==> config.mk <==
export PLATFORM = sky130hd
export DESIGN_NAME = tpd_top
export DESIGN_NICKNAME = d
export VERILOG_FILES = /design/src/logic/tpd_pkg.sv /design/src/logic/tpd_phase.sv /design/src/logic/tpd_top.sv
export VERILOG_INCLUDE_DIRS = /design/src /design/src/logic
export SDC_FILE = /design/constraint.sdc
export NUM_CORES = 1
export LEC_CHECK = 0
export ABC_AREA = 1
export BUFFER_PORTS_ARGS = -buffer_cell sky130_fd_sc_hd__buf_2
export CORE_MARGIN = 4
export CORE_UTILIZATION = 30
export CTS_CLUSTER_DIAMETER = 120
export DETAILED_ROUTE_END_ITERATION = 10
export GPL_TIMING_DRIVEN = 0
export PLACE_DENSITY = 0.44
export SYNTH_ARGS = -nofsm -noshare
export SYNTH_HDL_FRONTEND = slang
export SYNTH_SLANG_ARGS = --single-unit
==> constraint.sdc <==
create_clock -name clk -period 3.3 [get_ports clk]
set_clock_uncertainty 0.2 [all_clocks]
set_input_delay 0.165 -clock clk [delete_from_list [all_inputs] [get_ports clk]]
set_output_delay 0.165 -clock clk [all_outputs]
set_load 0.01 [all_outputs]
==> src/logic/tpd_map.svh <==
/*
  Named constants of the three-phase deadtime core: command codes, mode and
  fault bit positions, status selectors, reset values and timing figures.
  Assumes a 50 ns core clock; the TPD_STEP_CYC and TPD_RST_CYC counts below are derived from CLK_NS.
*/
`ifndef TPD_MAP_SVH
`define TPD_MAP_SVH

// Command codes carried on cmd_code by the serial front end.
`define TPD_CMD_DT_SET      4'h1
`define TPD_CMD_CALIB       4'h2
`define TPD_CMD_FULLON_ARM  4'h3
`define TPD_CMD_MODE_SET    4'h4
`define TPD_CMD_MASK_SET    4'h5
`define TPD_CMD_CLR_INT     4'h6
`define TPD_CMD_READ        4'h7

// Bit positions inside the mode byte.
`define TPD_MODE_FULLON     0
`define TPD_MODE_DESAT_KEEP 1
`define TPD_MODE_ZERO_DT    2
`define TPD_MODE_LOCK       3

// Bit positions of the fault status byte.
`define TPD_FLT_OVERCUR     0
`define TPD_FLT_DESAT       1
`define TPD_FLT_PHASE       2
`define TPD_FLT_UNDERV      3

// Status read selectors.
`define TPD_SEL_FAULT       8'h00
`define TPD_SEL_MODE        8'h01
`define TPD_SEL_DT          8'h02
`define TPD_SEL_CALIB       8'h03

// Reset values.
`define TPD_MASK_RST        4'hf
`define TPD_DT_RST          8'h00
`define TPD_MODE_RST        4'h0

// Timing figures, in their own units, and the counts derived from them.
`define TPD_CLK_NS          50
`define TPD_DT_STEP_NS      50
`define TPD_DT_MAX_NS       12000
`define TPD_DT_MAX_STEPS    ((`TPD_DT_MAX_NS) / (`TPD_DT_STEP_NS))
`define TPD_STEP_CYC        (((`TPD_DT_STEP_NS) + (`TPD_CLK_NS) - 1) / (`TPD_CLK_NS))
`define TPD_RST_NS          77
`define TPD_RST_CYC         ((`TPD_RST_NS) / (`TPD_CLK_NS))

`endif

==> src/logic/tpd_pkg.sv <==
/*
  Types and shared arithmetic of the three-phase deadtime core.
  Assumes tpd_map.svh is on the include path.
*/
`include "tpd_map.svh"

package tpd_pkg;

  // Which gate of a phase the last leading edge selected; Gray along NONE-LS-HS.
  typedef enum logic [1:0] {
    TPD_SEL_NONE = 2'b00,
    TPD_SEL_LS   = 2'b01,
    TPD_SEL_HS   = 2'b11
  } tpd_sel_t;

  // Deadtime in clock cycles from the step count and the calibrated step length.
  function automatic logic [11:0] tpd_dt_cycles(input logic [7:0] steps,
                                               input logic [3:0] cyc_per_step);
    logic [11:0] prod;
    prod = 12'(steps) * 12'(cyc_per_step);
    return prod;
  endfunction : tpd_dt_cycles

endpackage : tpd_pkg

==> src/logic/tpd_phase.sv <==
/*
  One phase of the shoot-through guard: edge-selected gate, deadtime timer.
  Assumes both command inputs are already synchronised and active high.
*/
`timescale 1ns/1ps

module tpd_phase
  import tpd_pkg::*;
#(
  parameter int DTW = 12
) (
  input  wire logic           clk,
  input  wire logic           rst_b,
  input  wire logic           hs_act,
  input  wire logic           ls_act,
  input  wire logic [DTW-1:0] dt_cycles,
  input  wire logic           fullon,
  input  wire logic           kill,
  output logic                hs_gate,
  output logic                ls_gate
);

  // Parameter check at elaboration; a narrower timer cannot hold the longest deadtime.
  if (DTW < 12) begin : g_chk_dtw
    $error("DTW too narrow for the deadtime range");
  end

  logic           hs_prev_reg;
  logic           ls_prev_reg;
  tpd_sel_t       sel_reg;
  tpd_sel_t       sel_next;
  logic [DTW-1:0] timer_reg;
  logic           hs_gate_reg;
  logic           ls_gate_reg;
  logic           hs_gate_next;
  logic           ls_gate_next;
  logic           hs_rise;
  logic           ls_rise;

  // Leading edges choose the side; equal edges in one cycle select neither.
  assign hs_rise = hs_act & ~hs_prev_reg;
  assign ls_rise = ls_act & ~ls_prev_reg;

  always_comb begin
    sel_next = sel_reg;
    if (hs_rise && ls_rise) begin
      sel_next = TPD_SEL_NONE;
    end else if (hs_rise) begin
      sel_next = TPD_SEL_HS;
    end else if (ls_rise) begin
      sel_next = TPD_SEL_LS;
    end
  end

  // Gate decision. Demanding the other gate already off makes overlap
  // impossible even with a zero deadtime, at the cost of one cycle.
  always_comb begin
    if (fullon) begin
      hs_gate_next = hs_act & ~kill;
      ls_gate_next = ls_act & ~kill;
    end else begin
      hs_gate_next = hs_act & (sel_next == TPD_SEL_HS) & (timer_reg == '0)
                     & ~ls_gate_reg & ~kill;
      ls_gate_next = ls_act & (sel_next == TPD_SEL_LS) & (timer_reg == '0)
                     & ~hs_gate_reg & ~kill;
    end
  end

  // Edge history and selection.
  always_ff @(posedge clk) begin
    if (!rst_b) begin
      hs_prev_reg <= 1'b0;
      ls_prev_reg <= 1'b0;
      sel_reg     <= TPD_SEL_NONE;
    end else begin
      hs_prev_reg <= hs_act;
      ls_prev_reg <= ls_act;
      sel_reg     <= sel_next;
    end
  end

  // Deadtime timer starts on every gate turn-off; blanking is off in full-on.
  always_ff @(posedge clk) begin
    if (!rst_b || fullon) begin
      timer_reg <= '0;
    end else if ((hs_gate_reg && !hs_gate_next) || (ls_gate_reg && !ls_gate_next)) begin
      timer_reg <= dt_cycles;
    end else if (timer_reg != '0) begin
      timer_reg <= timer_reg - 1'b1;
    end
  end

  // Gate registers; reset holds both off.
  always_ff @(posedge clk) begin
    if (!rst_b) begin
      hs_gate_reg <= 1'b0;
      ls_gate_reg <= 1'b0;
    end else begin
      hs_gate_reg <= hs_gate_next;
      ls_gate_reg <= ls_gate_next;
    end
  end

  assign hs_gate = hs_gate_reg;
  assign ls_gate = ls_gate_reg;

  a_no_overlap: assert property (@(posedge clk) disable iff (!rst_b)
    !fullon |-> !(hs_gate_reg && ls_gate_reg))
    else $error("both gates of a phase on outside full-on mode");

  a_edge_kill: assert property (@(posedge clk) disable iff (!rst_b)
    (hs_rise && !fullon) |=> !ls_gate_reg)
    else $error("low gate not dropped on high-side leading edge");

  a_timer_load: assert property (@(posedge clk) disable iff (!rst_b)
    (ls_gate_reg && !ls_gate_next && !fullon) |=> (timer_reg == $past(dt_cycles)))
    else $error("deadtime timer not loaded on turn-off");

  a_timer_block: assert property (@(posedge clk) disable iff (!rst_b)
    (timer_reg != '0 && !fullon) |=> !$rose(hs_gate_reg) && !$rose(ls_gate_reg))
    else $error("gate turned on while deadtime was running");

  a_fast_on: assert property (@(posedge clk) disable iff (!rst_b)
    (hs_rise && !ls_rise && timer_reg == '0 && !ls_gate_reg && !kill && !fullon)
    |=> hs_gate_reg)
    else $error("late turn-on command was delayed");

  a_full_follow: assert property (@(posedge clk) disable iff (!rst_b)
    (fullon && !kill) |=> (ls_gate_reg == $past(ls_act)))
    else $error("full-on gate does not follow its input");

endmodule : tpd_phase

==> src/logic/tpd_top.sv <==
/*
  Logic and control core of a three-phase gate pre-driver: pin synchronisers,
  command decode from the serial front end, modes, fault latching, status
  read-back and three deadtime-guarded phases.
  Assumes cmd_* come from serial logic on clk; phase and fault pins are async.
*/
`timescale 1ns/1ps
`include "tpd_map.svh"

module tpd_top
  import tpd_pkg::*;
#(
  parameter int PHASES = 3,
  parameter int DTW    = 12
) (
  input  wire logic              clk,
  input  wire logic              rst_b,
  input  wire logic [PHASES-1:0] high_side_cmd_in_b,
  input  wire logic [PHASES-1:0] low_side_cmd_in,
  input  wire logic [3:0]        fault_in,
  input  wire logic              cmd_valid,
  input  wire logic [3:0]        cmd_code,
  input  wire logic [7:0]        cmd_data,
  output logic [PHASES-1:0]      high_side_gate_out,
  output logic [PHASES-1:0]      low_side_gate_out,
  output logic                   int_out,
  output logic [7:0]             status_data,
  output logic                   status_valid
);

  localparam int RST_CYC = `TPD_RST_CYC;

  // Parameter checks at elaboration; a wrong value stops the build early.
  if (PHASES != 3) begin : g_chk_phases
    $error("core is built for three phases");
  end
  if (DTW < 12) begin : g_chk_dtw
    $error("DTW too narrow for the deadtime range");
  end
  if (RST_CYC < 1) begin : g_chk_rst
    $error("clock too slow to meet the reset time");
  end

  logic [PHASES-1:0] hs_meta_reg;
  logic [PHASES-1:0] hs_sync_reg;
  logic [PHASES-1:0] ls_meta_reg;
  logic [PHASES-1:0] ls_sync_reg;
  logic [3:0]        flt_meta_reg;
  logic [3:0]        flt_sync_reg;
  logic              arm_reg;
  logic              fullon_taken_reg;
  logic [3:0]        mode_reg;
  logic [7:0]        dt_steps_reg;
  logic [3:0]        cps_reg;
  logic [3:0]        mask_reg;
  logic [3:0]        fault_reg;
  logic [3:0]        fault_next;
  logic              int_reg;
  logic [7:0]        status_data_reg;
  logic              status_valid_reg;
  logic [DTW-1:0]    dt_cycles;
  logic              kill;
  logic              cmd_mode;
  logic              cmd_clr;
  logic              cmd_mask;

  // Pin synchronisers; reset values are the idle levels of the pulls.
  always_ff @(posedge clk) begin
    if (!rst_b) begin
      hs_meta_reg  <= '1;
      hs_sync_reg  <= '1;
      ls_meta_reg  <= '0;
      ls_sync_reg  <= '0;
      flt_meta_reg <= '0;
      flt_sync_reg <= '0;
    end else begin
      hs_meta_reg  <= high_side_cmd_in_b;
      hs_sync_reg  <= hs_meta_reg;
      ls_meta_reg  <= low_side_cmd_in;
      ls_sync_reg  <= ls_meta_reg;
      flt_meta_reg <= fault_in;
      flt_sync_reg <= flt_meta_reg;
    end
  end

  assign cmd_mode = cmd_valid && (cmd_code == `TPD_CMD_MODE_SET);
  assign cmd_clr  = cmd_valid && (cmd_code == `TPD_CMD_CLR_INT);
  assign cmd_mask = cmd_valid && (cmd_code == `TPD_CMD_MASK_SET);

  // Arming lasts only until the next command, so a stray mode write cannot
  // turn on full-on by itself.
  always_ff @(posedge clk) begin
    if (!rst_b) begin
      arm_reg <= 1'b0;
    end else if (cmd_valid) begin
      arm_reg <= (cmd_code == `TPD_CMD_FULLON_ARM);
    end
  end

  // Mode byte with lock and the once-only full-on choice.
  always_ff @(posedge clk) begin
    if (!rst_b) begin
      mode_reg         <= `TPD_MODE_RST;
      fullon_taken_reg <= 1'b0;
    end else if (cmd_mode && !mode_reg[`TPD_MODE_LOCK]) begin
      mode_reg[`TPD_MODE_DESAT_KEEP] <= cmd_data[`TPD_MODE_DESAT_KEEP];
      mode_reg[`TPD_MODE_ZERO_DT]    <= cmd_data[`TPD_MODE_ZERO_DT];
      mode_reg[`TPD_MODE_LOCK]       <= cmd_data[`TPD_MODE_LOCK];
      if (arm_reg && !fullon_taken_reg) begin
        mode_reg[`TPD_MODE_FULLON] <= cmd_data[`TPD_MODE_FULLON];
        fullon_taken_reg           <= 1'b1;
      end
    end
  end

  // Deadtime steps, clamped to the top of the range, and calibrated step length.
  always_ff @(posedge clk) begin
    if (!rst_b) begin
      dt_steps_reg <= `TPD_DT_RST;
      cps_reg      <= 4'(`TPD_STEP_CYC);
    end else if (cmd_valid && cmd_code == `TPD_CMD_DT_SET) begin
      dt_steps_reg <= (cmd_data > 8'(`TPD_DT_MAX_STEPS)) ? 8'(`TPD_DT_MAX_STEPS)
                                                          : cmd_data;
    end else if (cmd_valid && cmd_code == `TPD_CMD_CALIB && cmd_data[3:0] != 4'h0) begin
      cps_reg <= cmd_data[3:0];
    end
  end

  // One deadtime figure shared by all phases; zero-deadtime mode forces it off.
  assign dt_cycles = mode_reg[`TPD_MODE_ZERO_DT] ? '0
                   : DTW'(tpd_dt_cycles(dt_steps_reg, cps_reg));

  // Fault mask.
  always_ff @(posedge clk) begin
    if (!rst_b) begin
      mask_reg <= `TPD_MASK_RST;
    end else if (cmd_valid && cmd_code == `TPD_CMD_MASK_SET) begin
      mask_reg <= cmd_data[3:0];
    end
  end

  // Sticky faults: a fault present in the clear cycle survives the clear.
  assign fault_next = (fault_reg & ~({4{cmd_clr}} & cmd_data[3:0])) | flt_sync_reg;

  always_ff @(posedge clk) begin
    if (!rst_b) begin
      fault_reg <= '0;
      int_reg   <= 1'b0;
    end else begin
      fault_reg <= fault_next;
      int_reg   <= |(fault_reg & mask_reg);
    end
  end

  // A latched desaturation fault shuts every phase unless the mode keeps them.
  assign kill = fault_reg[`TPD_FLT_DESAT] & ~mode_reg[`TPD_MODE_DESAT_KEEP];

  // Status read-back, one cycle after the request.
  always_ff @(posedge clk) begin
    if (!rst_b) begin
      status_data_reg  <= 8'h00;
      status_valid_reg <= 1'b0;
    end else begin
      status_valid_reg <= cmd_valid && (cmd_code == `TPD_CMD_READ);
      if (cmd_valid && cmd_code == `TPD_CMD_READ) begin
        case (cmd_data)
          `TPD_SEL_FAULT: status_data_reg <= {4'h0, fault_reg};
          `TPD_SEL_MODE:  status_data_reg <= {3'h0, fullon_taken_reg, mode_reg};
          `TPD_SEL_DT:    status_data_reg <= dt_steps_reg;
          `TPD_SEL_CALIB: status_data_reg <= {4'h0, cps_reg};
          default:        status_data_reg <= 8'h00;
        endcase
      end
    end
  end

  // One guard per phase, each with its own timer.
  for (genvar p = 0; p < PHASES; p++) begin : g_phase
    tpd_phase #(
      .DTW (DTW)
    ) u_phase (
      .clk       (clk),
      .rst_b     (rst_b),
      .hs_act    (~hs_sync_reg[p]),
      .ls_act    (ls_sync_reg[p]),
      .dt_cycles (dt_cycles),
      .fullon    (mode_reg[`TPD_MODE_FULLON]),
      .kill      (kill),
      .hs_gate   (high_side_gate_out[p]),
      .ls_gate   (low_side_gate_out[p])
    );
  end

  assign int_out      = int_reg;
  assign status_data  = status_data_reg;
  assign status_valid = status_valid_reg;

  a_reset_off: assert property (@(posedge clk)
    !rst_b |=> (high_side_gate_out == '0) && (low_side_gate_out == '0))
    else $error("gates not off one edge after reset");

  // The interrupt lags the fault bits by one cycle, so a clear or mask write
  // one cycle back may still legitimately drop it.
  a_int_hold: assert property (@(posedge clk) disable iff (!rst_b)
    (int_out && !cmd_clr && !$past(cmd_clr) && !cmd_mask && !$past(cmd_mask))
    |=> int_out)
    else $error("interrupt dropped without a clear");

  a_once_only: assert property (@(posedge clk) disable iff (!rst_b)
    fullon_taken_reg |=> $stable(mode_reg[`TPD_MODE_FULLON]))
    else $error("full-on changed after it was taken");

  a_lock_hold: assert property (@(posedge clk) disable iff (!rst_b)
    mode_reg[`TPD_MODE_LOCK] |=> $stable(mode_reg))
    else $error("locked mode changed");

  a_read_back: assert property (@(posedge clk) disable iff (!rst_b)
    (cmd_valid && cmd_code == `TPD_CMD_READ && cmd_data == `TPD_SEL_DT)
    |=> status_valid && (status_data == $past(dt_steps_reg)))
    else $error("status read returned the wrong value");

  a_dt_clamp: assert property (@(posedge clk) disable iff (!rst_b)
    (cmd_valid && cmd_code == `TPD_CMD_DT_SET) |=>
    dt_steps_reg <= 8'(`TPD_DT_MAX_STEPS))
    else $error("deadtime steps above range");

  a_arm_needed: assert property (@(posedge clk) disable iff (!rst_b)
    (cmd_mode && !arm_reg) |=> $stable(fullon_taken_reg))
    else $error("full-on choice taken without arming");

endmodule : tpd_top

==> impl_metrics.env <==
export IMPL_crit_cells=14
export IMPL_synth_common_cells="nand2_1 (193), inv_1 (149), nor2_1 (124)"
export IMPL_async_flop_share_pct=0
export IMPL_fillCellCount=2175
export IMPL_fin_util_pct=38.2
export IMPL_synth_most_common_cell="nand2_1"
export IMPL_clk_pin_slew_worst_paths_ps=70
export IMPL_cts_buffers_inserted=9
export IMPL_grt_pass1_vias=5211
export IMPL_syn_area_um2=6060
export IMPL_critPathMaxFanout=8
export IMPL_cp_end_kind="register"
export IMPL_dp_cells=1186
export IMPL_max_freq_ghz=0.307
export IMPL_synth_net_count=938
export IMPL_netlist_instances=882
export IMPL_p_seq_share_pct=37.9
export IMPL_maxSlewHeadroom_pct=20.2
export IMPL_swShare_pct=37.1
export IMPL_initial_core_util_pct=30.8
export IMPL_hpwl_mm=11.8
export IMPL_cts_sinks=110
export IMPL_worstPathRequired_ps=3380
export IMPL_syn_area_per_cell_um2=6.87
export IMPL_reg2reg_slack_ps=50
export IMPL_firstDrtPassIters=4
export IMPL_drv_slew=0
export IMPL_path_class="register to register"
export IMPL_place_congestion=0.787
export IMPL_multi_input_area_um2=3380
export IMPL_p_leak_nw=3.70
export IMPL_pre_cts_slack_ps=-607
export IMPL_pwr_share_comb_pct=36.4
export IMPL_drcViolationCount=0
export IMPL_power_density_nw_per_um2=591
export IMPL_area_growth_pct=24.0
export IMPL_wirelength_mm=15.7
export IMPL_status="complete, no violations"
export IMPL_finalCritPeriodShare_pct=98.6
export IMPL_r2r_end="g_phase[0].u_phase.timer_reg[6]"
export IMPL_endpoint="g_phase[0].u_phase.timer_reg[6]"
export IMPL_ff2ff_path_depth=14
export IMPL_grt_total_usage_pct=14.5
export IMPL_antenna_found_initial=0
export IMPL_p_sw_mw=1.65
export IMPL_fin_crit_ps=3250
export IMPL_first_iter_violations=214
export IMPL_die_area_um2=22500
export IMPL_synth_cell_types=40
export IMPL_viasPerCell=4.33
export IMPL_grt_overflow=0
export IMPL_cp_top_family="adder cells"
export IMPL_maxCapViolations=0
export IMPL_startpoint_type="register"
export IMPL_dr_total_vias=5371
export IMPL_synth_top_area_share_pct=36.3
export IMPL_tightest_slew_ps=1190
export IMPL_h_tree_depth=3
export IMPL_setup_viol=0
export IMPL_io_pins=41
export IMPL_fin_cells=1241
export IMPL_pwr_share_clk_pct=25.7
export IMPL_dpl_cell_area_um2=6590
export IMPL_final_nets=1027
export IMPL_synth_ff_type="dfxtp_1"
export IMPL_cts_buffer_depth=2
export IMPL_clk_latency_ps=360
export IMPL_setup_slack_ps=46.2
export IMPL_largest_reg_flops=36
export IMPL_peakVddDrop_mv=0.288
export IMPL_die_h_um=150
export IMPL_ant_nets=0
export IMPL_regArea_um2=2220
export IMPL_final_area_um2=7510
export IMPL_hold_path_class="input port to register"
export IMPL_fp_dieW_um=150
export IMPL_p_int_mw=2.79
export IMPL_grt_pass1_wl_mm=26.2
export IMPL_min_path_cells=3
export IMPL_ys_seq_area_share_pct=36.3
export IMPL_synth_area_leader_cell="dfxtp_1"
export IMPL_slowest_stage="fa_1"
export IMPL_worst_path_buf_inv=3
export IMPL_reg2reg_from="cps_reg[2]"
export IMPL_num_rows=51
export IMPL_cpPeakStageDelay_ps=510
export IMPL_cts_tree="built"
export IMPL_hold_viol=0
export IMPL_wl_per_cell_um=12.6
export IMPL_ys_warn_count=0
export IMPL_grt_max_degree=19
export IMPL_drive_gt1_share_pct=17.2
export IMPL_synthTopCellsByArea="dfxtp_1 (36%), nand2_1 (12%), inv_1 (9.2%)"
export IMPL_root_buffer="clkbuf_16"
export IMPL_core_um2=19700
export IMPL_n_antenna_cell=0
export IMPL_synth_seq_cells=110
export IMPL_final_setup_tns_ps=0
export IMPL_crit_arrival_ps=3340
export IMPL_io_buffers=39
export IMPL_synth_edf_count=0
export IMPL_rsz0062_at_grt="yes"
export IMPL_crit_chain="buf_8, nand2_4, fa_1, inv_2, fa_2, fa_2, nand2_1, inv_2, o21ai_2, nand2_2, and2_4, nor3_4, nand2_1, a21oi_2"
export IMPL_cp_startpoint="cps_reg[2]"
==> metal layers <==
metal | up-vias | share of wire [%] | global-route usage (%)
met5 | - | 0 | 0
met4 | 0 | 1.2 | 3.71
met3 | 16 | 2.7 | 2.23
met2 | 65 | 46 | 24.2
met1 | 2373 | 50 | 19.7
li1 | 2917 | - | -
==> stage by stage <==
stage	hold slack (ps)	total power [mW]
detailed placement	152	3.30
finish	17.4	4.44
floorplan	62.6	2.99
global route	70.2	4.81
CTS	21.4	4.48
global placement	147	3.31
==> what timing repair did <==
item                                    in CTS  in global routing
hold buffers                                23                  0
endpoints found under the setup margin      23                 23
buffers inserted                             6                 14
resized for setup                           27                 55
endpoints found under the hold margin       26                  0
pin swaps                                    6                 39
==> cell usage in the layout (no fill, tap or decap), types with 3 or more instances in the layout <==
cell,Yosys,routed
or2_2,7,7
a31oi_1,3,3
nor3_1,11,10
nand2_2,5,12
o21ai_1,1,3
buf_4,6,22
buf_2,4,43
xor2_1,17,17
ha_1,19,14
nand2_4,4,7
inv_2,1,11
dfxtp_1,110,101
dlygate4sd3_1,0,23
nor2_1,124,117
a21oi_4,0,5
xnor2_1,5,5
fa_1,12,10
a21oi_1,61,54
ha_4,0,5
clkbuf_16,0,9
nand3_1,44,43
o21ai_0,56,51
nand4_1,5,5
dfxtp_2,0,7
nand2_1,193,183
o211ai_1,5,5
nor3_4,2,3
inv_1,149,139
nor2_2,4,9
nor2_4,1,3
clkbuf_1,15,14
==> power by group through the flow <==
stage               logic [mW]  clock network [mW]  registers, mW
floorplan                 1.31                   0           1.68
finish                    1.62                1.14           1.69
global route              1.87                1.22           1.72
CTS                       1.62                1.17           1.69
detailed placement        1.59                   0           1.71
global placement          1.59                   0           1.72
==> how the worst min path moves through the flow <==
| stage | startpoint | endpoint | slack, ps |
|---|---|---|---|
| final | rst_b | cps_reg[2] | 20 |
| after detailed placement | fault_in[0] | flt_meta_reg[0] | 150 |
| after CTS | rst_b | cps_reg[2] | 20 |
| after global placement | fault_in[3] | flt_meta_reg[3] | 150 |
| after global routing | rst_b | dt_steps_reg[7] | 70 |
| after floorplan | fault_in[0] | flt_meta_reg[0] | 60 |
==> worst reg2reg max path: stages (launching register included) <==
cell and delay [ps]:
dfxtp_2 330, buf_8 120, nand2_4 50, fa_1 510, inv_2 40, fa_2 490, fa_2 400, nand2_1 90
inv_2 50, o21ai_2 110, nand2_2 100, and2_4 180, nor3_4 260, nand2_1 110, a21oi_2 140
==> cell families (layout without fill, tap and decap cells) <==
family,Yosys count,after routing,synth area share (%)
DFF,110,110,36.3
adders and majority gates,31,31,7.89
buffers and inverters,178,272,11.7
AOI/OAI and AO/OA,132,132,11.4
and+or+nand+nor,409,409,29.4
xor gates and xnor gates,22,22,3.18
==> final cells by class <==
type | instances | share of cell area [%]
repair buffers | 79 | 7.33
clock buffers | 11 | 3.10
plain buffers | 26 | 2.16
inverters | 151 | 7.54
well taps | 265 | 4.41
clock inverters | 5 | 0.899
flip-flops and latches | 110 | 29.5
multi-input cells | 594 | 45.0
No activity file was read; power rests on OpenSTA's default activity.
